$ cat src/design/bus_ctrl_map.vh
// Overview of operation
// [RULE_01] power-good inactive drives both processor and system reset active.
// [RULE_02] warm reset request pulses only the processor reset.
// [RULE_03] processor shutdown fires processor reset, timed on processor clock edges.
// [RULE_04] each processor reset lasts at least 16 processor clocks, then releases.
// [RULE_05] software reset bit rising fires processor reset once the I/O command ends.
// [RULE_06] system reset follows power-good low, released on processor clock.
// [RULE_07] processor clock comes from fast oscillator or bus clock per selection.
// [RULE_08] phase clock runs at half the processor clock rate.
// [RULE_09] bus system clock is always half the bus state-machine clock.
// [RULE_10] synchronous mode: both clocks from oscillator, three rate combinations.
// [RULE_11] asynchronous mode: bus state-machine clock equals bus clock input.
// [RULE_12] software writes source-select bits first, then the clock switch bit.
// [RULE_13] after reset processor clock is oscillator, bus system clock a quarter.
// [RULE_14] no processor clock phase is shortened during a switch; the low phase is stretched while parked.
// [RULE_15] fast-to-slow: fall latches command, next fall parks clock low.
// [RULE_16] slow source rise latches park, its next fall connects slow source.
// [RULE_17] if processor clock still seen high, wait another slow edge.
// [RULE_18] slow-to-fast: rise latches command, next edge disconnects slow source.
// [RULE_19] oscillator samples clock low then connects; one extra edge on a miss.
// [RULE_20] software keeps oscillator as processor clock except for slowed code.
// [RULE_21] clock-select controls pass two flip-flop stages before use.
`ifndef BUS_CTRL_MAP_VH
`define BUS_CTRL_MAP_VH

`define CPU_RESET_CYCLES     5'd16
`define SEL_BUS_SRC_BIT      0
`define SEL_HALF_BIT         1
`define SEL_SWITCH_BIT       2
`define SEL_RESET            2'b10
`define SWITCH_RESET         1'b0
`define CTL_WIDTH            3

`endif

$ cat src/design/ctl_sync.v
`timescale 1ns/10ps
`default_nettype none
module ctl_sync #(
   parameter WIDTH = 3
) (
   input  wire             clk,
   input  wire             rst_b,
   input  wire [WIDTH-1:0] d,
   input  wire [WIDTH-1:0] reset_value,
   output reg  [WIDTH-1:0] q
);
   reg [WIDTH-1:0] stage1;
   reg             loaded;

   // first stage is read by the second stage only
   always @(posedge clk or negedge rst_b) begin
      if (!rst_b) begin
         stage1 <= {WIDTH{1'b0}};
         q      <= {WIDTH{1'b0}};
         loaded <= 1'b0;
      end else begin
         stage1 <= d;
         loaded <= 1'b1;
         // reset value caught by the clock after release, never by the reset branch
         q      <= loaded ? stage1 : reset_value;
      end
   end
endmodule // ctl_sync
`default_nettype wire

$ cat src/design/level_edges.v
`timescale 1ns/10ps
`default_nettype none
module level_edges (
   input  wire clk,
   input  wire rst_b,
   input  wire lvl,
   output reg  q,
   output wire rise,
   output wire fall
);
   always @(posedge clk or negedge rst_b) begin
      if (!rst_b) begin
         q <= 1'b0;
      end else begin
         q <= lvl;
      end
   end

   assign rise = lvl & ~q;
   assign fall = ~lvl & q;
endmodule // level_edges
`default_nettype wire

$ cat src/design/bus_ctrl_reset_clock_select.v
`timescale 1ns/10ps
`default_nettype none
`include "bus_ctrl_map.vh"
module bus_ctrl_reset_clock_select (
   input  wire       clk,
   input  wire       rst_b,
   input  wire       power_good_in,
   input  wire       warm_reset_in,
   input  wire       shutdown_in,
   input  wire       software_cpu_reset_bit,
   input  wire       io_command_active,
   input  wire       fast_osc_in,
   input  wire       bus_clock_in,
   input  wire [1:0] clock_source_select_bits,
   input  wire       clock_switch_bit,
   output reg        cpu_reset_out,
   output reg        system_reset_out,
   output reg        processor_clock,
   output reg        phase_clock,
   output reg        bus_sm_clock,
   output reg        bus_system_clock,
   output reg        processor_on_slow
);
   // one-hot switch states: fs_* fast to slow, sf_* slow to fast
   localparam [7:0] ST_FAST     = 8'h01;
   localparam [7:0] ST_FS_LATCH = 8'h02;
   localparam [7:0] ST_FS_PARK  = 8'h04;
   localparam [7:0] ST_FS_SEEN  = 8'h08;
   localparam [7:0] ST_SLOW     = 8'h10;
   localparam [7:0] ST_SF_LATCH = 8'h20;
   localparam [7:0] ST_SF_PARK  = 8'h40;
   localparam [7:0] ST_SF_SEEN  = 8'h80;
   localparam [1:0] SEL_DEFAULT = `SEL_RESET;

   function rising;
      input now_lvl;
      input was_lvl;
      begin
         rising = now_lvl & ~was_lvl;
      end
   endfunction

   wire                  fast_q;
   wire                  fast_rise;
   wire                  fast_fall;
   wire                  bus_q;
   wire                  bus_rise;
   wire                  bus_fall;
   wire [`CTL_WIDTH-1:0] ctl_q;

   reg  [7:0] state;
   reg  [7:0] next_state;
   reg        osc_half;
   reg        cfg_async;
   reg        cfg_half;
   reg        cfg_slow;
   reg        switch_seen;
   reg        cfg_pending;
   reg        sw_bit_prev;
   reg        sw_reset_pending;
   reg  [4:0] reset_count;
   reg        next_processor_clock;
   reg        next_bus_sm_clock;

   wire half_next;
   wire half_rise;
   wire half_fall;
   wire slow_next;
   wire slow_rise;
   wire slow_fall;
   wire proc_rise;
   wire stable;
   wire cmd_trigger;

   // sources are sampled by clk, so edges show one clk late; the park
   // phases absorb that delay
   level_edges u_fast_edges (
      .clk   (clk),
      .rst_b (rst_b),
      .lvl   (fast_osc_in),
      .q     (fast_q),
      .rise  (fast_rise),
      .fall  (fast_fall)
   );

   level_edges u_bus_edges (
      .clk   (clk),
      .rst_b (rst_b),
      .lvl   (bus_clock_in),
      .q     (bus_q),
      .rise  (bus_rise),
      .fall  (bus_fall)
   );

   // select and switch bits come from the register side: two flops first
   ctl_sync #(
      .WIDTH (`CTL_WIDTH)
   ) u_ctl_sync (
      .clk         (clk),
      .rst_b       (rst_b),
      .d           ({clock_switch_bit, clock_source_select_bits}),
      .reset_value ({`SWITCH_RESET, `SEL_RESET}),
      .q           (ctl_q)
   ); // [RULE_21]

   // oscillator divided by two, shared by the half-rate sync modes
   assign half_next = osc_half ^ fast_rise;
   assign half_rise = fast_rise & ~osc_half;
   assign half_fall = fast_rise & osc_half;

   // slow source is the bus clock in async mode, else oscillator halved
   assign slow_next = cfg_async ? bus_clock_in : half_next; // [RULE_07]
   assign slow_rise = cfg_async ? bus_rise : half_rise;
   assign slow_fall = cfg_async ? bus_fall : half_fall;

   // rise seen as the register loads, one clk ahead of the pin
   assign proc_rise = rising(next_processor_clock, processor_clock);
   // config may only change while no switch is under way
   assign stable    = (state == ST_FAST) || (state == ST_SLOW);

   always @(posedge clk or negedge rst_b) begin
      if (!rst_b) begin
         osc_half <= 1'b0;
      end else begin
         osc_half <= half_next;
      end
   end

   // config is applied only on a switch-bit change, so select bits written
   // earlier take effect together; changes mid-switch wait for a stable state
   always @(posedge clk or negedge rst_b) begin
      if (!rst_b) begin
         cfg_async   <= SEL_DEFAULT[`SEL_BUS_SRC_BIT];
         cfg_half    <= SEL_DEFAULT[`SEL_HALF_BIT];
         cfg_slow    <= `SWITCH_RESET;
         switch_seen <= `SWITCH_RESET;
         cfg_pending <= 1'b0;
      end else begin
         switch_seen <= ctl_q[`SEL_SWITCH_BIT];
         if (ctl_q[`SEL_SWITCH_BIT] != switch_seen) begin
            cfg_pending <= 1'b1; // [RULE_12]
         end else if (cfg_pending && stable) begin
            cfg_pending <= 1'b0;
         end
         // applied a cycle after the change is seen, once the machine is stable
         if (cfg_pending && stable && ctl_q[`SEL_SWITCH_BIT] == switch_seen) begin
            cfg_async <= ctl_q[`SEL_BUS_SRC_BIT]; // [RULE_11]
            cfg_half  <= ctl_q[`SEL_HALF_BIT];    // [RULE_10]
            cfg_slow  <= ctl_q[`SEL_SWITCH_BIT];
         end
      end
   end

   // glitch-free source change: the line is parked low between sources
   always @* begin
      next_state = state;
      case (state)
         ST_FAST: begin
            if (cfg_slow && fast_fall) begin
               next_state = ST_FS_LATCH; // [RULE_15]
            end
         end
         ST_FS_LATCH: begin
            if (fast_fall) begin
               next_state = ST_FS_PARK; // [RULE_15]
            end
         end
         ST_FS_PARK: begin
            if (slow_rise) begin
               next_state = ST_FS_SEEN; // [RULE_16]
            end
         end
         ST_FS_SEEN: begin
            if (slow_fall && !processor_clock) begin
               next_state = ST_SLOW; // [RULE_16]
            end
            // a high sample simply waits for the following edge [RULE_17]
         end
         ST_SLOW: begin
            if (!cfg_slow && slow_rise) begin
               next_state = ST_SF_LATCH; // [RULE_18]
            end
         end
         ST_SF_LATCH: begin
            if (slow_fall) begin
               next_state = ST_SF_PARK; // [RULE_18]
            end
         end
         ST_SF_PARK: begin
            // a low registered clock means the park already reached the pin
            if ((fast_rise || fast_fall) && !processor_clock) begin
               next_state = ST_SF_SEEN; // [RULE_19]
            end
         end
         ST_SF_SEEN: begin
            // connecting on a fall keeps the first high phase full length
            if (fast_fall) begin
               next_state = ST_FAST; // [RULE_19]
            end
         end
         default: begin
            // a corrupt code falls back to the fast source
            next_state = ST_FAST;
         end
      endcase
   end

   always @* begin
      case (state)
         ST_FAST, ST_FS_LATCH: begin
            next_processor_clock = fast_osc_in; // [RULE_07]
         end
         ST_SLOW, ST_SF_LATCH: begin
            next_processor_clock = slow_next; // [RULE_07]
         end
         default: begin
            next_processor_clock = 1'b0; // [RULE_14]
         end
      endcase
      if (cfg_async) begin
         next_bus_sm_clock = bus_clock_in; // [RULE_11]
      end else if (cfg_half || cfg_slow) begin
         // either half-rate sync mode runs the bus machine off the halved oscillator
         next_bus_sm_clock = half_next; // [RULE_10]
      end else begin
         next_bus_sm_clock = fast_osc_in; // [RULE_10]
      end
   end

   always @(posedge clk or negedge rst_b) begin
      if (!rst_b) begin
         // every clock leaves through a flop, so no pin can glitch
         state             <= ST_FAST; // [RULE_13]
         processor_clock   <= 1'b0;
         bus_sm_clock      <= 1'b0;
         phase_clock       <= 1'b0;
         bus_system_clock  <= 1'b0;
         processor_on_slow <= 1'b0;
      end else begin
         state             <= next_state;
         processor_clock   <= next_processor_clock;
         bus_sm_clock      <= next_bus_sm_clock;
         processor_on_slow <= (next_state == ST_SLOW) || (next_state == ST_SF_LATCH);
         if (proc_rise) begin
            phase_clock <= ~phase_clock; // [RULE_08]
         end
         if (rising(next_bus_sm_clock, bus_sm_clock)) begin
            bus_system_clock <= ~bus_system_clock; // [RULE_09]
         end
      end
   end

   // software reset: armed by a rising bit, fired once the I/O command ends
   always @(posedge clk or negedge rst_b) begin
      if (!rst_b) begin
         sw_bit_prev      <= 1'b0;
         sw_reset_pending <= 1'b0;
      end else begin
         sw_bit_prev <= software_cpu_reset_bit;
         if (rising(software_cpu_reset_bit, sw_bit_prev)) begin
            sw_reset_pending <= 1'b1; // [RULE_05]
         end else if (!io_command_active && proc_rise) begin
            // kept until it fires; dropping it when the command ends would
            // lose a reset that falls between processor clock rises
            sw_reset_pending <= 1'b0;
         end
      end
   end

   // shutdown and warm reset are taken on processor clock edges so the
   // reset reaches the processor aligned with its clock
   assign cmd_trigger = proc_rise &&
                        (shutdown_in || warm_reset_in || // [RULE_03] [RULE_02]
                         (sw_reset_pending && !io_command_active)); // [RULE_05]

   always @(posedge clk or negedge rst_b) begin
      if (!rst_b) begin
         reset_count      <= `CPU_RESET_CYCLES;
         cpu_reset_out    <= 1'b1;
         system_reset_out <= 1'b1;
      end else begin
         // every trigger reloads the count, so a held request stretches reset
         if (!power_good_in) begin
            reset_count   <= `CPU_RESET_CYCLES; // [RULE_01]
            cpu_reset_out <= 1'b1;
         end else if (cmd_trigger) begin
            reset_count   <= `CPU_RESET_CYCLES; // [RULE_04]
            cpu_reset_out <= 1'b1;
         end else if (proc_rise && reset_count != 5'd0) begin
            reset_count   <= reset_count - 5'd1; // [RULE_04]
            cpu_reset_out <= (reset_count != 5'd1);
         end
         // only power-good sets it; warm and software resets leave it alone
         if (!power_good_in) begin
            system_reset_out <= 1'b1; // [RULE_01]
         end else if (proc_rise) begin
            system_reset_out <= 1'b0; // [RULE_06]
         end
      end
   end
endmodule // bus_ctrl_reset_clock_select
`default_nettype wire

$ cat config.mk
export PLATFORM = sky130hd
export DESIGN_NAME = bus_ctrl_reset_clock_select
export DESIGN_NICKNAME = d
export VERILOG_FILES = /design/src/design/ctl_sync.v /design/src/design/level_edges.v /design/src/design/bus_ctrl_reset_clock_select.v
export VERILOG_INCLUDE_DIRS = /design/src /design/src/design
export SDC_FILE = /design/constraint.sdc
export NUM_CORES = 1
export LEC_CHECK = 0
export BUFFER_PORTS_ARGS = -buffer_cell sky130_fd_sc_hd__buf_2
export CORE_MARGIN = 2
export CORE_UTILIZATION = 52
export CTS_CLUSTER_SIZE = 16
export DETAILED_ROUTE_END_ITERATION = 10
export GPL_ROUTABILITY_DRIVEN = 0
export PLACE_DENSITY = 0.85
export SLEW_MARGIN = 10
export SYNTH_ARGS = -nofsm -noshare
export SYNTH_HDL_FRONTEND = slang
export SYNTH_SLANG_ARGS = --single-unit
$ cat constraint.sdc
create_clock -name clk -period 2.25 [get_ports clk]
set_input_delay 0.225 -clock clk [delete_from_list [all_inputs] [get_ports clk]]
set_output_delay 0.225 -clock clk [all_outputs]
set_load 0.005 [all_outputs]
==> metrics.txt <==
# TYPE chip_impl_metric gauge
chip_impl_info{name="run_status",value="complete, no violations"} 1
chip_impl_metric{name="number_of_nets_at_the_end_of_the_flow",unit=""} 242
chip_impl_metric{name="slew_headroom",unit="%"} 46.2
chip_impl_metric{name="path_depth_of_the_worst_reg2reg_path",unit=""} 5
chip_impl_metric{name="drt_iter0_drc",unit=""} 150
chip_impl_metric{name="final_cell_area",unit="sq um"} 2280
chip_impl_metric{name="synth_enable_flop_cells",unit=""} 0
chip_impl_info{name="dominantRegCellSynth",value="dfrtp_1"} 1
chip_impl_metric{name="clock_tree.htree_level_count",unit=""} 2
chip_impl_metric{name="peakVddDrop",unit="mV"} 0.565
chip_impl_metric{name="floorplan.initialDensity",unit="%"} 55.8
chip_impl_metric{name="die_area",unit="sq um"} 4160
chip_impl_metric{name="grt_max_degree",unit=""} 38
chip_impl_metric{name="first_global_vias",unit=""} 1501
chip_impl_metric{name="cts.reportedPaths.clkPinSlew",unit="ns"} 0.12
chip_impl_metric{name="xor_xnor_portion_of_the_synthesized_cell_area",unit="%"} 3.22
chip_impl_metric{name="numCtsBuffers",unit=""} 5
chip_impl_metric{name="hold-path-cell-count",unit=""} 2
chip_impl_metric{name="dp_hpwl",unit="mm"} 2.80
chip_impl_metric{name="synthesis.yosys.warnings",unit=""} 0
chip_impl_metric{name="io_buffer_count",unit=""} 18
chip_impl_metric{name="number_of_instances_in_the_synthesized_netlist",unit=""} 184
chip_impl_metric{name="setup_slack_of_the_critical_path_after_layout",unit="ns"} 0.0625
chip_impl_metric{name="fin_util",unit="%"} 66.8
chip_impl_metric{name="synth.avg_cell_area",unit="sq um"} 10.4
chip_impl_metric{name="io_pins",unit=""} 19
chip_impl_info{name="setup_repair_after_global_routing_missed_its_margin",value="yes"} 1
chip_impl_info{name="clockRootBuffer",value="clkbuf_4"} 1
chip_impl_metric{name="worst_clock_skew",unit="ns"} 0.00874
chip_impl_metric{name="antenna_found_initial",unit=""} 0
chip_impl_metric{name="postRouteAntennaNets",unit=""} 0
chip_impl_info{name="timing.hold.worst_endpoint",value="system_reset_out"} 1
chip_impl_metric{name="timing.critical_path.arrival",unit="ns"} 2.46
chip_impl_metric{name="power.density",unit="nW/um^2"} 1040
chip_impl_metric{name="overall_track_demand_over_capacity_in_global_routing",unit="%"} 21.8
chip_impl_metric{name="clock_path_buffers",unit=""} 2
chip_impl_info{name="final_common_cell",value="dfrtp_1"} 1
chip_impl_info{name="min_path_type",value="in2reg"} 1
chip_impl_metric{name="remaining_drc_errors",unit=""} 0
chip_impl_metric{name="setup_violations",unit=""} 0
chip_impl_metric{name="clock_insertion_delay_at_the_later_pin_of_the_skew_report",unit="ns"} 0.35
chip_impl_metric{name="max_freq",unit="MHz"} 457
chip_impl_metric{name="detailedPlace.worstSlack",unit="ns"} 0.0464
chip_impl_metric{name="synth_mux_area_share",unit="%"} 2.89
chip_impl_metric{name="postPlaceCellArea",unit="sq um"} 2130
chip_impl_metric{name="static-leakage-power",unit="nW"} 1.01
chip_impl_info{name="path_class",value="reg2reg"} 1
chip_impl_metric{name="min_period_over_period",unit="%"} 97.2
chip_impl_metric{name="grt_remaining_overflow",unit=""} 0
chip_impl_metric{name="path_max_fanout",unit=""} 7
chip_impl_info{name="final_cell_mix",value="dfrtp_1, buf_2, nand2_1, buf_4, nor2_1"} 1
chip_impl_metric{name="netlist-cell-type-count",unit=""} 48
chip_impl_metric{name="synthArstFlopShare",unit="%"} 100
chip_impl_metric{name="viasPerCell",unit=""} 5.65
chip_impl_metric{name="finish.cell_count_without_fillers",unit=""} 271
chip_impl_info{name="hold_start",value="power_good_in"} 1
chip_impl_metric{name="synthesized_net_count",unit=""} 202
chip_impl_metric{name="core_area",unit="sq um"} 3420
chip_impl_metric{name="die_w",unit="um"} 64.5
chip_impl_metric{name="fillerInstances",unit=""} 262
chip_impl_metric{name="hold-worst-slack",unit="ns"} 0.0195
chip_impl_metric{name="global_route_wire_length_before_repair",unit="mm"} 6.85
chip_impl_metric{name="antenna_cell_count",unit=""} 0
chip_impl_metric{name="dpl.cell_count",unit=""} 258
chip_impl_metric{name="dr.pass1.iters",unit=""} 4
chip_impl_metric{name="yosys_register_bits",unit=""} 37
chip_impl_metric{name="layout-area-overhead-vs-synth",unit="%"} 19.8
chip_impl_metric{name="worst-r2r-setup-slack",unit="ns"} 0.06
chip_impl_metric{name="synth_area_in_adders",unit="%"} 3.94
chip_impl_metric{name="power.total",unit="mW"} 2.38
chip_impl_metric{name="synth_sequential_area_ratio",unit="%"} 48.9
chip_impl_metric{name="finalWirelength",unit="mm"} 3.96
chip_impl_info{name="largest_family_of_logic_cells_by_synthesized_area",value="simple AND/OR/NAND/NOR gates"} 1
chip_impl_metric{name="setup-tns-final",unit="ns"} 0
chip_impl_metric{name="syn_area",unit="sq um"} 1910
chip_impl_metric{name="report.final.hold_viol_count",unit=""} 0
chip_impl_info{name="cts_tree",value="done"} 1
chip_impl_metric{name="maxCapViolations",unit=""} 0
chip_impl_metric{name="clock_sink_count",unit=""} 37
chip_impl_metric{name="routed_wire_length_per_instance",unit="um"} 14.6
chip_impl_metric{name="layout_min_cycle_time",unit="ns"} 2.19
chip_impl_info{name="critical_path.endpoint_type",value="flip-flop"} 1
chip_impl_metric{name="die_h",unit="um"} 64.5
chip_impl_metric{name="count_of_standard_cell_rows",unit=""} 21
chip_impl_metric{name="drive_above_1_share",unit="%"} 26.7
chip_impl_metric{name="synth_simple_gate_area_share",unit="%"} 24.6
chip_impl_info{name="critical_path.reg2reg.endpoint",value="reset_count[3]"} 1
chip_impl_info{name="timing.critical_path.from_type",value="flip-flop"} 1
chip_impl_metric{name="maxSlewViolCount",unit=""} 0
chip_impl_info{name="r2r_start",value="state[5]"} 1
chip_impl_metric{name="synth-compound-area-share",unit="%"} 13.2
chip_impl_metric{name="crit_required",unit="ns"} 2.52
chip_impl_metric{name="via_count",unit=""} 1530
chip_impl_metric{name="worst-slew-pin-transition",unit="ns"} 0.807
-- state kept, by name (all words and copies together), names as in the netlist --
signal             count
osc_half               1
state                  8
cfg_half               1
bus_system_clock       1
u_bus_edges.q          1
switch_seen            1
sw_reset_pending       1
sw_bit_prev            1
processor_clock        1
u_fast_edges.q         1
phase_clock            1
u_ctl_sync.q           3
reset_count            5
cfg_pending            1
u_ctl_sync.loaded      1
cpu_reset_out          1
system_reset_out       1
cfg_async              1
bus_sm_clock           1
processor_on_slow      1
u_ctl_sync.stage1      3
cfg_slow               1
-- power by group --
group          switching [mW]  internal [mW]  total, mW  leakage, nW
combinational           0.466          0.439      0.904        0.508
sequential              0.151          0.836      0.987        0.456
clock                   0.230          0.264      0.494       0.0445
-- how the worst max path moves through the flow --
stage | start | to | slack, ns | depth (start not counted)
detailed placement | state[1] | reset_count[3] | 0.05 | 5
finish | state[5] | reset_count[3] | 0.06 | 5
global route | u_fast_edges.q | reset_count[1] | -0.02 | 9
global placement | state[5] | processor_on_slow | 0.09 | 4
CTS | state[0] | cfg_async | 0.05 | 5
floorplan | state[5] | reset_count[2] | 0.06 | 7
-- logic make-up after synthesis --
kind of cell / Yosys count
multiplexers: 5
buffers and inverters: 13
AO/OA/AOI/OAI: 39
flip-flops: 37
XOR/XNOR: 7
other: 1
AND/OR/NAND/NOR: 76
adder cells (fa/ha/maj): 6
-- per-layer routing --
layer,up-vias,routed length [um],GRT usage [%]
met1,751,1740,26.9
met5,-,0,0
met2,30,2010,36.6
met4,0,76,8.78
li1,741,-,-
met3,8,138,5.38
-- synthesized netlist by cell type (3+ instances only) --
master	count	area, sq um
a21oi_1	9	45.0
a31oi_1	3	18.8
and2_1	5	31.3
dfrtp_1	32	801
dfstp_2	5	131
ha_1	6	75.1
inv_1	9	33.8
mux2_2	4	45.0
nand2_1	14	52.6
nand2b_1	6	37.5
nand3b_1	3	22.5
nor2_1	14	52.6
nor3_1	6	30.0
nor4_1	3	18.8
o21ai_0	11	55.1
o31ai_1	3	22.5
or3_1	3	18.8
or4_1	4	30.0
or4b_2	3	30.0
xnor2_1	5	43.8
-- area by class of cell --
cell class / count / area, sq um / area share (%)
Clock buffer: 6 / 51.3 / 2.25
Multi-Input combinational cell: 134 / 926 / 40.5
Sequential cell: 37 / 932 / 40.8
Timing Repair Buffer: 37 / 245 / 10.7
Clock inverter: 2 / 37.5 / 1.64
Inverter: 9 / 33.8 / 1.48
Tap cell: 46 / 57.6 / 2.52
-- worst max-delay path: stages (launching register included) --
cell and delay (ns):
dfrtp_1 0.41, or4_4 0.59, nand4b_4 0.21, a2bb2oi_2 0.18, or4_1 0.52, a21oi_1 0.20
-- timing repair --
action                     4_1_cts  5_1_grt
gates resized for setup          2        1
hold buffers                     5        0
hold endpoints to repair        36        0
setup endpoints to repair        1        4
buffers inserted                 0        0
(Power assumes the default switching activity.)
